## src/hdl/prot_cmd_pkg.sv

```systemverilog
// Shared constants for the sector-protection and password command pair.
// Assumes a 25 MHz system clock on both ends and single-lane serial IO.
package prot_cmd_pkg;
  // ----------------------------------------------------------------
  // Opcodes
  // ----------------------------------------------------------------
  localparam logic [7:0] OP_PROT_READ = 8'hfc;
  localparam logic [7:0] OP_PROT_READ_A32 = 8'he2;
  localparam logic [7:0] OP_PROT_PROG = 8'hfd;
  localparam logic [7:0] OP_PROT_PROG_A32 = 8'he3;
  localparam logic [7:0] OP_PROT_ERASE = 8'he4;
  localparam logic [7:0] OP_LOCK_READ = 8'ha7;
  localparam logic [7:0] OP_LOCK_CLEAR = 8'ha6;
  localparam logic [7:0] OP_PASS_READ = 8'he7;
  localparam logic [7:0] OP_PASS_PROG = 8'he8;
  localparam logic [7:0] OP_PASS_UNLOCK = 8'he9;
  localparam logic [7:0] OP_WRITE_ENABLE = 8'h06;
  localparam logic [7:0] OP_STATUS_READ = 8'h05;
  localparam logic [7:0] OP_CLEAR_STATUS = 8'h30;

  // ----------------------------------------------------------------
  // Frame lengths, layout and reset values
  // ----------------------------------------------------------------
  localparam logic [7:0] OPCODE_BITS = 8'h08;
  localparam logic [7:0] ADDR_BITS_3B = 8'h18;
  localparam logic [7:0] ADDR_BITS_4B = 8'h20;
  localparam logic [7:0] PASS_BITS = 8'h40;
  localparam logic [7:0] CNT_MAX = 8'hff;
  localparam int SECTORS = 16;
  localparam int SECT_LSB = 16;
  localparam int SECT_W = 4;
  localparam int ST_BUSY = 0;
  localparam int ST_WR_EN = 1;
  localparam int ST_PERR = 6;
  localparam int LOCK_BIT = 0;
  localparam logic [7:0] LOCK_RESET = 8'h01;
  localparam logic [15:0] PROT_RESET = 16'hffff;
  localparam logic [63:0] PASS_RESET = 64'hffff_ffff_ffff_ffff;
  localparam logic [63:0] UNDEF_DATA = 64'hffff_ffff_ffff_ffff;
  localparam logic [7:0] PROT_OPEN = 8'hff;
  localparam logic [7:0] PROT_SHUT = 8'h00;

  // ----------------------------------------------------------------
  // Timing
  // ----------------------------------------------------------------
  localparam int CLK_PERIOD_NS = 40;
  localparam int OP_TIME_NS = 1280;
  localparam int OP_CYCLES = (OP_TIME_NS + CLK_PERIOD_NS - 1) / CLK_PERIOD_NS;
  localparam int SCK_PERIOD_NS = 800;
  localparam int SCK_HALF_CYCLES = SCK_PERIOD_NS / (2 * CLK_PERIOD_NS);
  localparam logic [7:0] OP_CYC_M1 = 8'(OP_CYCLES - 1);
  localparam logic [7:0] HALF_CYC_M1 = 8'(SCK_HALF_CYCLES - 1);

  // ----------------------------------------------------------------
  // Opcode classes and byte order
  // ----------------------------------------------------------------
  function automatic logic op_is_a32(input logic [7:0] op);
    return (op == OP_PROT_READ_A32) || (op == OP_PROT_PROG_A32);
  endfunction

  function automatic logic op_has_addr(input logic [7:0] op);
    return (op == OP_PROT_READ) || (op == OP_PROT_PROG) || op_is_a32(op);
  endfunction

  function automatic logic op_has_data(input logic [7:0] op);
    return (op == OP_PASS_PROG) || (op == OP_PASS_UNLOCK);
  endfunction

  // Low byte first on the wire, bits of each byte high first
  function automatic logic [63:0] bswap64(input logic [63:0] v);
    logic [63:0] r;
    r = '0;
    for (int i = 0; i < 8; i++) begin
      r[8*i +: 8] = v[56-8*i +: 8];
    end
    return r;
  endfunction
endpackage

```

## src/hdl/prot_spi_if.sv

```systemverilog
// Serial link between host controller and protected flash command logic.
// Assumes io1 idles high when the device does not drive it.
`timescale 1ns/100ps
`default_nettype none
interface prot_spi_if;
  logic cs_n;
  logic sck;
  logic io0;
  logic io1_out;
  logic io1_oe;
  logic io1;

  // ----------------------------------------------------------------
  // Wire level: pulled high when released
  // ----------------------------------------------------------------
  assign io1 = io1_oe ? io1_out : 1'b1;

  modport host (output cs_n, output sck, output io0, input io1);
  modport device (input cs_n, input sck, input io0, output io1_out, output io1_oe);
endinterface
`default_nettype wire

```

## src/hdl/prot_cmd_device.sv

```systemverilog
// Device end: decodes protection, lock and password commands from the link.
// Assumes the link clock is far slower than the system clock (8+ cycles a phase).
`timescale 1ns/100ps
`default_nettype none
// Notes on behaviour
// - Protection read returns sector's 8-bit value
// - Address length from config bit or opcode
// - Protection read repeats same byte every eight
// - Host sends sector base, high bits zero
// - Protection program needs write enable first
// - Program starts only at chip-select after address
// - Busy while self-timed; completion clears write enable
// - Protection program sets busy, error like programming
// - Erase sets all protection bits to one
// - Erase suspend refused during protection erase
// - Lock read repeats, only when idle
// - Lock clear zeroes lock register, self-timed
// - Password read low byte first, repeats
// - Password mode makes password read undefined
// - Password program needs enable, ignored in mode
// - Password program runs after exact 64 bits
// - Unlock compares after exact 64 bits
// - Mismatch sets error, holds busy until cleared
// - Match sets the lock bit
// - Sample on rising, drive on falling edge
// - Busy is status bit zero
module prot_cmd_device (
  input wire logic clock, // System clock
  input wire logic rst_n, // Synchronous reset, active low
  prot_spi_if.device spi, // Serial link
  input wire logic addr_len_32, // Address-length configuration bit
  input wire logic pass_mode_sel_n, // Protection-mode bit 2, low = password mode
  input wire logic erase_suspend_req, // Erase-suspend request pulse
  output logic suspend_refused, // Pulse: suspend refused during erase
  output logic busy, // Self-timed operation or error hold
  output logic p_err, // Program error flag
  output logic write_enable_latch, // Write-enable latch
  output logic lock_bit, // Protection lock bit
  output logic [15:0] prot_bits // Per-sector protection, 1 = open
);
  typedef enum logic [1:0] {EX_IDLE, EX_RUN, EX_HOLD} exec_t;
  typedef enum logic [2:0] {J_PROG, J_ERASE, J_LOCK, J_PASS, J_UNLOCK} job_t;

  exec_t ex_q, ex_d;
  job_t job_q, job_d;
  logic [2:0] sy0_q, sy1_q, sy2_q, filt_q, filt_d;
  logic [7:0] cnt_q, cnt_d, op_q, op_d, tmr_q, tmr_d, lock_q, lock_d, status;
  logic [63:0] sh_q, sh_d, out_q, out_d, data_q, data_d, pw_q, pw_d;
  logic [15:0] prot_q, prot_d;
  localparam int SECT_W_L = prot_cmd_pkg::SECT_W;
  logic [SECT_W_L-1:0] sect_q, sect_d;
  logic io1_q, io1_d, rd_q, rd_d, wr_en_q, wr_en_d, perr_q, perr_d, refuse_q, refuse_d;
  logic sck_rise, sck_fall, cs_rise, cs_high, din;
  logic [7:0] alen, hdr;

  // ----------------------------------------------------------------
  // Link inputs {cs_n, sck, io0}: three flops, taken when last two agree
  // ----------------------------------------------------------------
  always_comb begin
    filt_d = (~(sy1_q ^ sy2_q) & sy2_q) | ((sy1_q ^ sy2_q) & filt_q);
    sck_rise = filt_d[1] & ~filt_q[1];
    sck_fall = ~filt_d[1] & filt_q[1];
    cs_rise = filt_d[2] & ~filt_q[2];
    cs_high = filt_d[2];
    din = filt_d[0];
  end

  // Header length of the opcode held in the current frame
  always_comb begin
    alen = (prot_cmd_pkg::op_is_a32(op_q) || addr_len_32) ?
           prot_cmd_pkg::ADDR_BITS_4B : prot_cmd_pkg::ADDR_BITS_3B;
    hdr = prot_cmd_pkg::OPCODE_BITS + alen;
    status = 8'h00;
    status[prot_cmd_pkg::ST_BUSY] = (ex_q != EX_IDLE);
    status[prot_cmd_pkg::ST_WR_EN] = wr_en_q;
    status[prot_cmd_pkg::ST_PERR] = perr_q;
  end

  // ----------------------------------------------------------------
  // Frame decode, read-back shifter and self-timed executor
  // ----------------------------------------------------------------
  always_comb begin
    cnt_d = cnt_q;
    sh_d = sh_q;
    op_d = op_q;
    out_d = out_q;
    io1_d = io1_q;
    rd_d = rd_q;
    ex_d = ex_q;
    job_d = job_q;
    tmr_d = tmr_q;
    sect_d = sect_q;
    data_d = data_q;
    prot_d = prot_q;
    lock_d = lock_q;
    pw_d = pw_q;
    wr_en_d = wr_en_q;
    perr_d = perr_q;
    refuse_d = erase_suspend_req && (ex_q == EX_RUN) && (job_q == J_ERASE);

    // Executor; a new frame can only start a job from idle
    unique case (ex_q)
      EX_IDLE: begin
      end
      EX_RUN: begin
        if (tmr_q != 8'h00) begin
          tmr_d = tmr_q - 8'h01;
        end else begin
          ex_d = EX_IDLE;
          wr_en_d = 1'b0;
          unique case (job_q)
            J_PROG: begin
              // Lock bit clear blocks program but not erase: fail like a protected page
              if (lock_q[prot_cmd_pkg::LOCK_BIT]) begin
                prot_d[sect_q] = 1'b0;
              end else begin
                perr_d = 1'b1;
              end
            end
            J_ERASE: prot_d = prot_cmd_pkg::PROT_RESET;
            J_LOCK: lock_d = 8'h00;
            J_PASS: pw_d = prot_cmd_pkg::bswap64(data_q);
            J_UNLOCK: begin
              // Write enable clears here as for every other job
              if (prot_cmd_pkg::bswap64(data_q) == pw_q) begin
                lock_d[prot_cmd_pkg::LOCK_BIT] = 1'b1;
              end else begin
                perr_d = 1'b1;
                ex_d = EX_HOLD;
              end
            end
          endcase
        end
      end
      EX_HOLD: begin
      end
    endcase

    // Serial side
    if (cs_high) begin
      cnt_d = 8'h00;
      rd_d = 1'b0;
    end else if (sck_rise) begin
      cnt_d = (cnt_q == prot_cmd_pkg::CNT_MAX) ? cnt_q : cnt_q + 8'h01;
      sh_d = {sh_q[62:0], din};
      if (cnt_d == prot_cmd_pkg::OPCODE_BITS) begin
        op_d = sh_d[7:0];
        case (sh_d[7:0])
          prot_cmd_pkg::OP_STATUS_READ: begin
            out_d = {8{status}};
            rd_d = 1'b1;
          end
          prot_cmd_pkg::OP_LOCK_READ: begin
            if (ex_q == EX_IDLE) begin
              out_d = {8{lock_q}};
              rd_d = 1'b1;
            end
          end
          prot_cmd_pkg::OP_PASS_READ: begin
            out_d = pass_mode_sel_n ? prot_cmd_pkg::bswap64(pw_q) :
                    prot_cmd_pkg::UNDEF_DATA;
            rd_d = 1'b1;
          end
          default: begin
          end
        endcase
      end else if ((op_q == prot_cmd_pkg::OP_PROT_READ ||
                    op_q == prot_cmd_pkg::OP_PROT_READ_A32) && cnt_d == hdr) begin
        // Same byte eight times: rotation repeats it every eight clocks
        out_d = {8{prot_q[sh_d[prot_cmd_pkg::SECT_LSB +: SECT_W_L]] ?
                   prot_cmd_pkg::PROT_OPEN : prot_cmd_pkg::PROT_SHUT}};
        rd_d = 1'b1;
      end
    end else if (sck_fall) begin
      io1_d = out_q[63];
      out_d = {out_q[62:0], out_q[63]};
    end

    // Frame end: write-type commands need the exact bit count
    if (cs_rise) begin
      if (ex_q == EX_IDLE && cnt_q == prot_cmd_pkg::OPCODE_BITS &&
          op_q == prot_cmd_pkg::OP_WRITE_ENABLE) begin
        wr_en_d = 1'b1;
      end
      if (ex_q != EX_RUN && cnt_q == prot_cmd_pkg::OPCODE_BITS &&
          op_q == prot_cmd_pkg::OP_CLEAR_STATUS) begin
        perr_d = 1'b0;
        ex_d = EX_IDLE;
      end
      if (ex_q == EX_IDLE) begin
        tmr_d = prot_cmd_pkg::OP_CYC_M1;
        if ((op_q == prot_cmd_pkg::OP_PROT_PROG || op_q == prot_cmd_pkg::OP_PROT_PROG_A32)
            && cnt_q == hdr && wr_en_q) begin
          job_d = J_PROG;
          sect_d = sh_q[prot_cmd_pkg::SECT_LSB +: SECT_W_L];
          ex_d = EX_RUN;
        end
        if (op_q == prot_cmd_pkg::OP_PROT_ERASE && cnt_q == prot_cmd_pkg::OPCODE_BITS
            && wr_en_q) begin
          job_d = J_ERASE;
          ex_d = EX_RUN;
        end
        if (op_q == prot_cmd_pkg::OP_LOCK_CLEAR && cnt_q == prot_cmd_pkg::OPCODE_BITS
            && wr_en_q) begin
          job_d = J_LOCK;
          ex_d = EX_RUN;
        end
        if (op_q == prot_cmd_pkg::OP_PASS_PROG && wr_en_q && pass_mode_sel_n &&
            cnt_q == prot_cmd_pkg::OPCODE_BITS + prot_cmd_pkg::PASS_BITS) begin
          job_d = J_PASS;
          data_d = sh_q;
          ex_d = EX_RUN;
        end
        if (op_q == prot_cmd_pkg::OP_PASS_UNLOCK &&
            cnt_q == prot_cmd_pkg::OPCODE_BITS + prot_cmd_pkg::PASS_BITS) begin
          job_d = J_UNLOCK;
          data_d = sh_q;
          ex_d = EX_RUN;
        end
      end
    end
  end

  // Registers
  always_ff @(posedge clock) begin
    if (!rst_n) begin
      sy0_q <= 3'b101;
      sy1_q <= 3'b101;
      sy2_q <= 3'b101;
      filt_q <= 3'b101;
      cnt_q <= 8'h00;
      sh_q <= '0;
      op_q <= 8'h00;
      out_q <= '0;
      io1_q <= 1'b1;
      rd_q <= 1'b0;
      ex_q <= EX_IDLE;
      job_q <= J_PROG;
      tmr_q <= 8'h00;
      sect_q <= '0;
      data_q <= '0;
      prot_q <= prot_cmd_pkg::PROT_RESET;
      lock_q <= prot_cmd_pkg::LOCK_RESET;
      pw_q <= prot_cmd_pkg::PASS_RESET;
      wr_en_q <= 1'b0;
      perr_q <= 1'b0;
      refuse_q <= 1'b0;
    end else begin
      sy0_q <= {spi.cs_n, spi.sck, spi.io0};
      sy1_q <= sy0_q;
      sy2_q <= sy1_q;
      filt_q <= filt_d;
      cnt_q <= cnt_d;
      sh_q <= sh_d;
      op_q <= op_d;
      out_q <= out_d;
      io1_q <= io1_d;
      rd_q <= rd_d;
      ex_q <= ex_d;
      job_q <= job_d;
      tmr_q <= tmr_d;
      sect_q <= sect_d;
      data_q <= data_d;
      prot_q <= prot_d;
      lock_q <= lock_d;
      pw_q <= pw_d;
      wr_en_q <= wr_en_d;
      perr_q <= perr_d;
      refuse_q <= refuse_d;
    end
  end

  // Outputs from flops, except busy, which is decoded from ex_q
  assign spi.io1_out = io1_q;
  assign spi.io1_oe = rd_q;
  assign suspend_refused = refuse_q;
  assign busy = (ex_q != EX_IDLE);
  assign p_err = perr_q;
  assign write_enable_latch = wr_en_q;
  assign lock_bit = lock_q[prot_cmd_pkg::LOCK_BIT];
  assign prot_bits = prot_q;
endmodule
`default_nettype wire

```

## src/flat_wrapper.sv

```systemverilog
// flat-port wrapper written by rule: the top's interface ports become plain ports
module prot_cmd_device_flat 
  (clock, rst_n, addr_len_32, pass_mode_sel_n, erase_suspend_req, suspend_refused, busy, p_err, write_enable_latch, lock_bit, prot_bits, spi_cs_n, spi_sck, spi_io0, spi_io1_out, spi_io1_oe);
  prot_spi_if spi_i ();
  input wire logic clock;
  input wire logic rst_n;
  input wire logic addr_len_32;
  input wire logic pass_mode_sel_n;
  input wire logic erase_suspend_req;
  output logic suspend_refused;
  output logic busy;
  output logic p_err;
  output logic write_enable_latch;
  output logic lock_bit;
  output logic [15:0] prot_bits;
  input wire logic [$bits(spi_i.cs_n)-1:0] spi_cs_n;
  input wire logic [$bits(spi_i.sck)-1:0] spi_sck;
  input wire logic [$bits(spi_i.io0)-1:0] spi_io0;
  output wire logic [$bits(spi_i.io1_out)-1:0] spi_io1_out;
  output wire logic [$bits(spi_i.io1_oe)-1:0] spi_io1_oe;
  assign spi_i.cs_n = spi_cs_n;
  assign spi_i.sck = spi_sck;
  assign spi_i.io0 = spi_io0;
  assign spi_io1_out = spi_i.io1_out;
  assign spi_io1_oe = spi_i.io1_oe;
  prot_cmd_device u_core (.clock(clock), .rst_n(rst_n), .spi(spi_i), .addr_len_32(addr_len_32), .pass_mode_sel_n(pass_mode_sel_n), .erase_suspend_req(erase_suspend_req), .suspend_refused(suspend_refused), .busy(busy), .p_err(p_err), .write_enable_latch(write_enable_latch), .lock_bit(lock_bit), .prot_bits(prot_bits));
endmodule
```

## config.mk

```make
export PLATFORM = sky130hd
export DESIGN_NAME = prot_cmd_device_flat
export DESIGN_NICKNAME = d
export VERILOG_FILES = /design/src/hdl/prot_cmd_pkg.sv /design/src/hdl/prot_spi_if.sv /design/src/hdl/prot_cmd_device.sv /design/src/flat_wrapper.sv
export SDC_FILE = /design/constraint.sdc
export NUM_CORES = 1
export LEC_CHECK = 0
export BUFFER_PORTS_ARGS = -buffer_cell sky130_fd_sc_hd__buf_2
export CAP_MARGIN = 20
export CORE_ASPECT_RATIO = 1.1
export CORE_MARGIN = 2
export CORE_UTILIZATION = 50
export DETAILED_ROUTE_END_ITERATION = 7
export HOLD_SLACK_MARGIN = 0.03
export PLACE_DENSITY = 0.66
export SKIP_CTS_REPAIR_TIMING = 1
export SLEW_MARGIN = 20
export SYNTH_ARGS = -nofsm -noshare
export SYNTH_HDL_FRONTEND = slang
export SYNTH_SLANG_ARGS = --single-unit
```

## constraint.sdc

```tcl
create_clock -name clock -period 4.11 [get_ports clock]
set_clock_uncertainty 0.15 [all_clocks]
set_input_delay 0.411 -clock clock [delete_from_list [all_inputs] [get_ports clock]]
set_output_delay 0.411 -clock clock [all_outputs]
set_load 0.005 [all_outputs]
```

==> run metrics <==
largest net degree at the start of global routing=between 150 and 200; initial antenna violation count=0; most frequent cell after synthesis=nand2_1; Clock H-tree levels=2; post-synth top area cell=dfxtp_1; largest cells by area after synthesis=dfxtp_1 46%, nand2_1 12%, a21oi_1 7.3%, mux2i_1 5.6%, xnor2_1 4.4%; Yosys Warn Count=0; RSZ-0062 raised after global routing=false; core area=between 20000 and 30000 um^2; hpwl dp=22000 um; filler instances=2578; Clk network pwr share=0.496; Routed Antenna Nets=0; nets@finish=~1.7k; Min Clock Period, post-route=3.35 ns; Slew Limit Fails=0; cell chain of the critical path=mux4_2 > a2111oi_0 > a21oi_1 > a21o_2 > buf_4 > o221ai_1 > mux2i_1; maximum VDD drop=300 uV; Cell Pwr Density=about 410 nW/um^2; Worst EP arrival=3.58 ns; initial core utilization=0.506; Crit path largest cell delay=around 0.6 ns; total gr overflow=0; synth unique cells=53; end of the worst hold path=u_core.sy0_q[2]; Worst R2R Start=u_core.sh_q[15]; die height=180 um; max_slew headroom=0.329; number of inserted diodes=0; GR Util met3=0.0323; CTS buffer count=35; layout cells sized above 1=0.0792; sequential share of the synthesized area=0.461; crit path launch type=register; status=finished clean; Worst-Skew Late Latency=0.51 ns; busiest grt layer=met2; Die Span X=164 um; Tcrit/Tclk final=0.815; clk sinks=323; reg2reg end=u_core.out_q[47]; Area Growth Syn to Fin=11.1%; Critical Path End Type=register; worst-path maximum fanout=50; Clk pin slew, worst setup/hold paths=0.06 ns; die area=29400 um^2; I/O Buffers=30; mapped cell area=~14000 um^2; setup_tns=0 ns; Post-Syn Area per Cell=8.17 um^2; worst hold start=rst_n; cell leakage power=between 0.005 and 0.006 uW; proportion of power drawn by combinational gates=0.015; M2 GR Usage=0.358; DRT Wirelength=around 35000 um; Cells after Synth=roughly 1.7k; vias post-DR=about 12k; Avg Vias per Cell=5.63; FMAX=slightly below 300 MHz; first-pass GRT wire length=around 57000 um; wire length per cell=16.7 um; Synth top area share=0.461; ys flop type=dfxtp_1; Util after Layout=0.562; sw power=1330 uW; RePlAce Congestion=~0.84; Tot GR Track Use=0.235; Post-synth top cells=454 x nand2_1, 323 x dfxtp_1, 205 x a21oi_1, 104 x clkbuf_1, 79 x mux2i_1; Sequential Power Share=0.490; Worst Tran Pin Value=1.01 ns; Setup CP Type=reg2reg; Setup Viol. Count Final=0; Clock Path Buffers=3; Synth async-reset ratio=0; Reg2Reg Depth=7; number of global-route vias before repair=10.6k; switching fraction of total power=0.208; Max-Cap Viols=0; WHS Path Cells=2; Fin. Hold Viols=0; Top Ports=31; # DRC=0; Req. time, crit path=4.34 ns; flops & latches, synth=between 300 and 400; Syn Nets=1728; row count=64; First-pass DRT Iterations=6; Post-synth EDFFs=0; Root Buffer=clkbuf_16; R2R setup slack=0.76 ns; CP max-delay cell=a21o_2; GRT met1 Usage=0.352; initial DRC count=between 900 and 1k; CTS tree=built; Worst Hold Class=in2reg; Pint=roughly 5100 uW
-- layout by cell type (no fill, tap or decap), drive strengths merged, types with 5 or more instances in the layout --
cell type | netlist | routed
a21oi | 205 | 205
and2 | 5 | 5
buf | 27 | 55
clkbuf | 104 | 52
clkinv | 0 | 7
dfxtp | 323 | 323
inv | 51 | 51
mux2i | 79 | 79
nand2 | 454 | 454
nand2b | 30 | 30
nand3 | 38 | 38
nand4 | 23 | 23
nor2 | 66 | 66
nor3 | 21 | 21
nor4 | 9 | 9
o211ai | 41 | 41
o21ai | 28 | 28
o21bai | 9 | 9
o221ai | 64 | 64
or2 | 6 | 6
xnor2 | 71 | 71
-- area by class of cell --
| class | count | area [um^2] | area share |
|---|---|---|---|
| timing repair buffer | 58 | 437 | 0.0280 |
| inverter | 51 | 194 | 0.0125 |
| multi-input combinational | 1211 | 6840 | 0.439 |
| clock inverter | 10 | 80.1 | 0.00514 |
| clock buffer | 52 | 1100 | 0.0708 |
| tap | 363 | 454 | 0.0292 |
| sequential | 323 | 6470 | 0.415 |
-- power by group through the flow --
stage	combinational, uW	sequential, uW	clock (uW)
detailed placement	90.8	3210	0
CTS	90.7	3140	3230
global route	102	3130	3360
finish	93.5	3140	3170
global placement	90.8	3210	0
floorplan	66.4	3200	0
-- registers in the layout, summed over array words and instances, names as in the netlist, 2 cells and up --
signal,flops
u_core.sy2_q,3
u_core.sh_q,64
u_core.pw_q,64
u_core.op_q,8
u_core.tmr_q,8
u_core.sect_q,4
u_core.sy0_q,3
u_core.filt_q,3
u_core.job_q,3
u_core.ex_q,2
u_core.sy1_q,3
u_core.out_q,64
u_core.data_q,64
u_core.cnt_q,8
u_core.prot_bits,16
-- worst max-delay path by stage --
stage | start | to | cells past startpoint
6_report | u_core.sh_q[15] | u_core.out_q[47] | 7
5_1_grt | u_core.cnt_q[3] | u_core.data_q[16] | 8
4_1_cts | u_core.cnt_q[3] | u_core.data_q[41] | 8
3_5_place_dp | u_core.cnt_q[3] | u_core.data_q[41] | 8
3_3_place_gp | u_core.sh_q[15] | u_core.out_q[22] | 7
2_1_floorplan | u_core.cnt_q[1] | u_core.out_q[0] | 10
-- layer usage --
layer	wire, um	vias up
met2	15600	255
met5	0	-
met4	562	0
li1	-	5799
met3	1490	42
met1	17000	5541
-- logic make-up after synthesis --
kind of cell,Yosys count,synth area share
compound gates,370,0.164
xor+xnor,74,0.0462
fa+ha+maj,6,0.00500
buf+inv,182,0.0542
flops,323,0.461
mux,82,0.0612
simple gates,679,0.208
-- stage by stage --
stage	hold WS, ns	worst slack [ns]	instance area (um^2)	std cells	total power, uW
3_3_place_gp	0.240	0.813	14400	2002	3300
3_5_place_dp	0.242	0.770	14400	2002	3300
5_1_grt	0.0742	0.523	15600	2068	6600
6_report	0.0757	0.760	15600	2068	6400
2_1_floorplan	0.236	1.44	14000	1716	3270
4_1_cts	-0.0821	0.745	15500	2064	6450
-- critical path: cells and delay by family (launching register included) --
family                 cells  cell delay, ns
AO/OA/AOI/OAI              4            1.53
buffers and inverters      1            0.37
flip-flops                 1            0.49
multiplexers               2            0.65
Power figures use the tool's default switching activity.
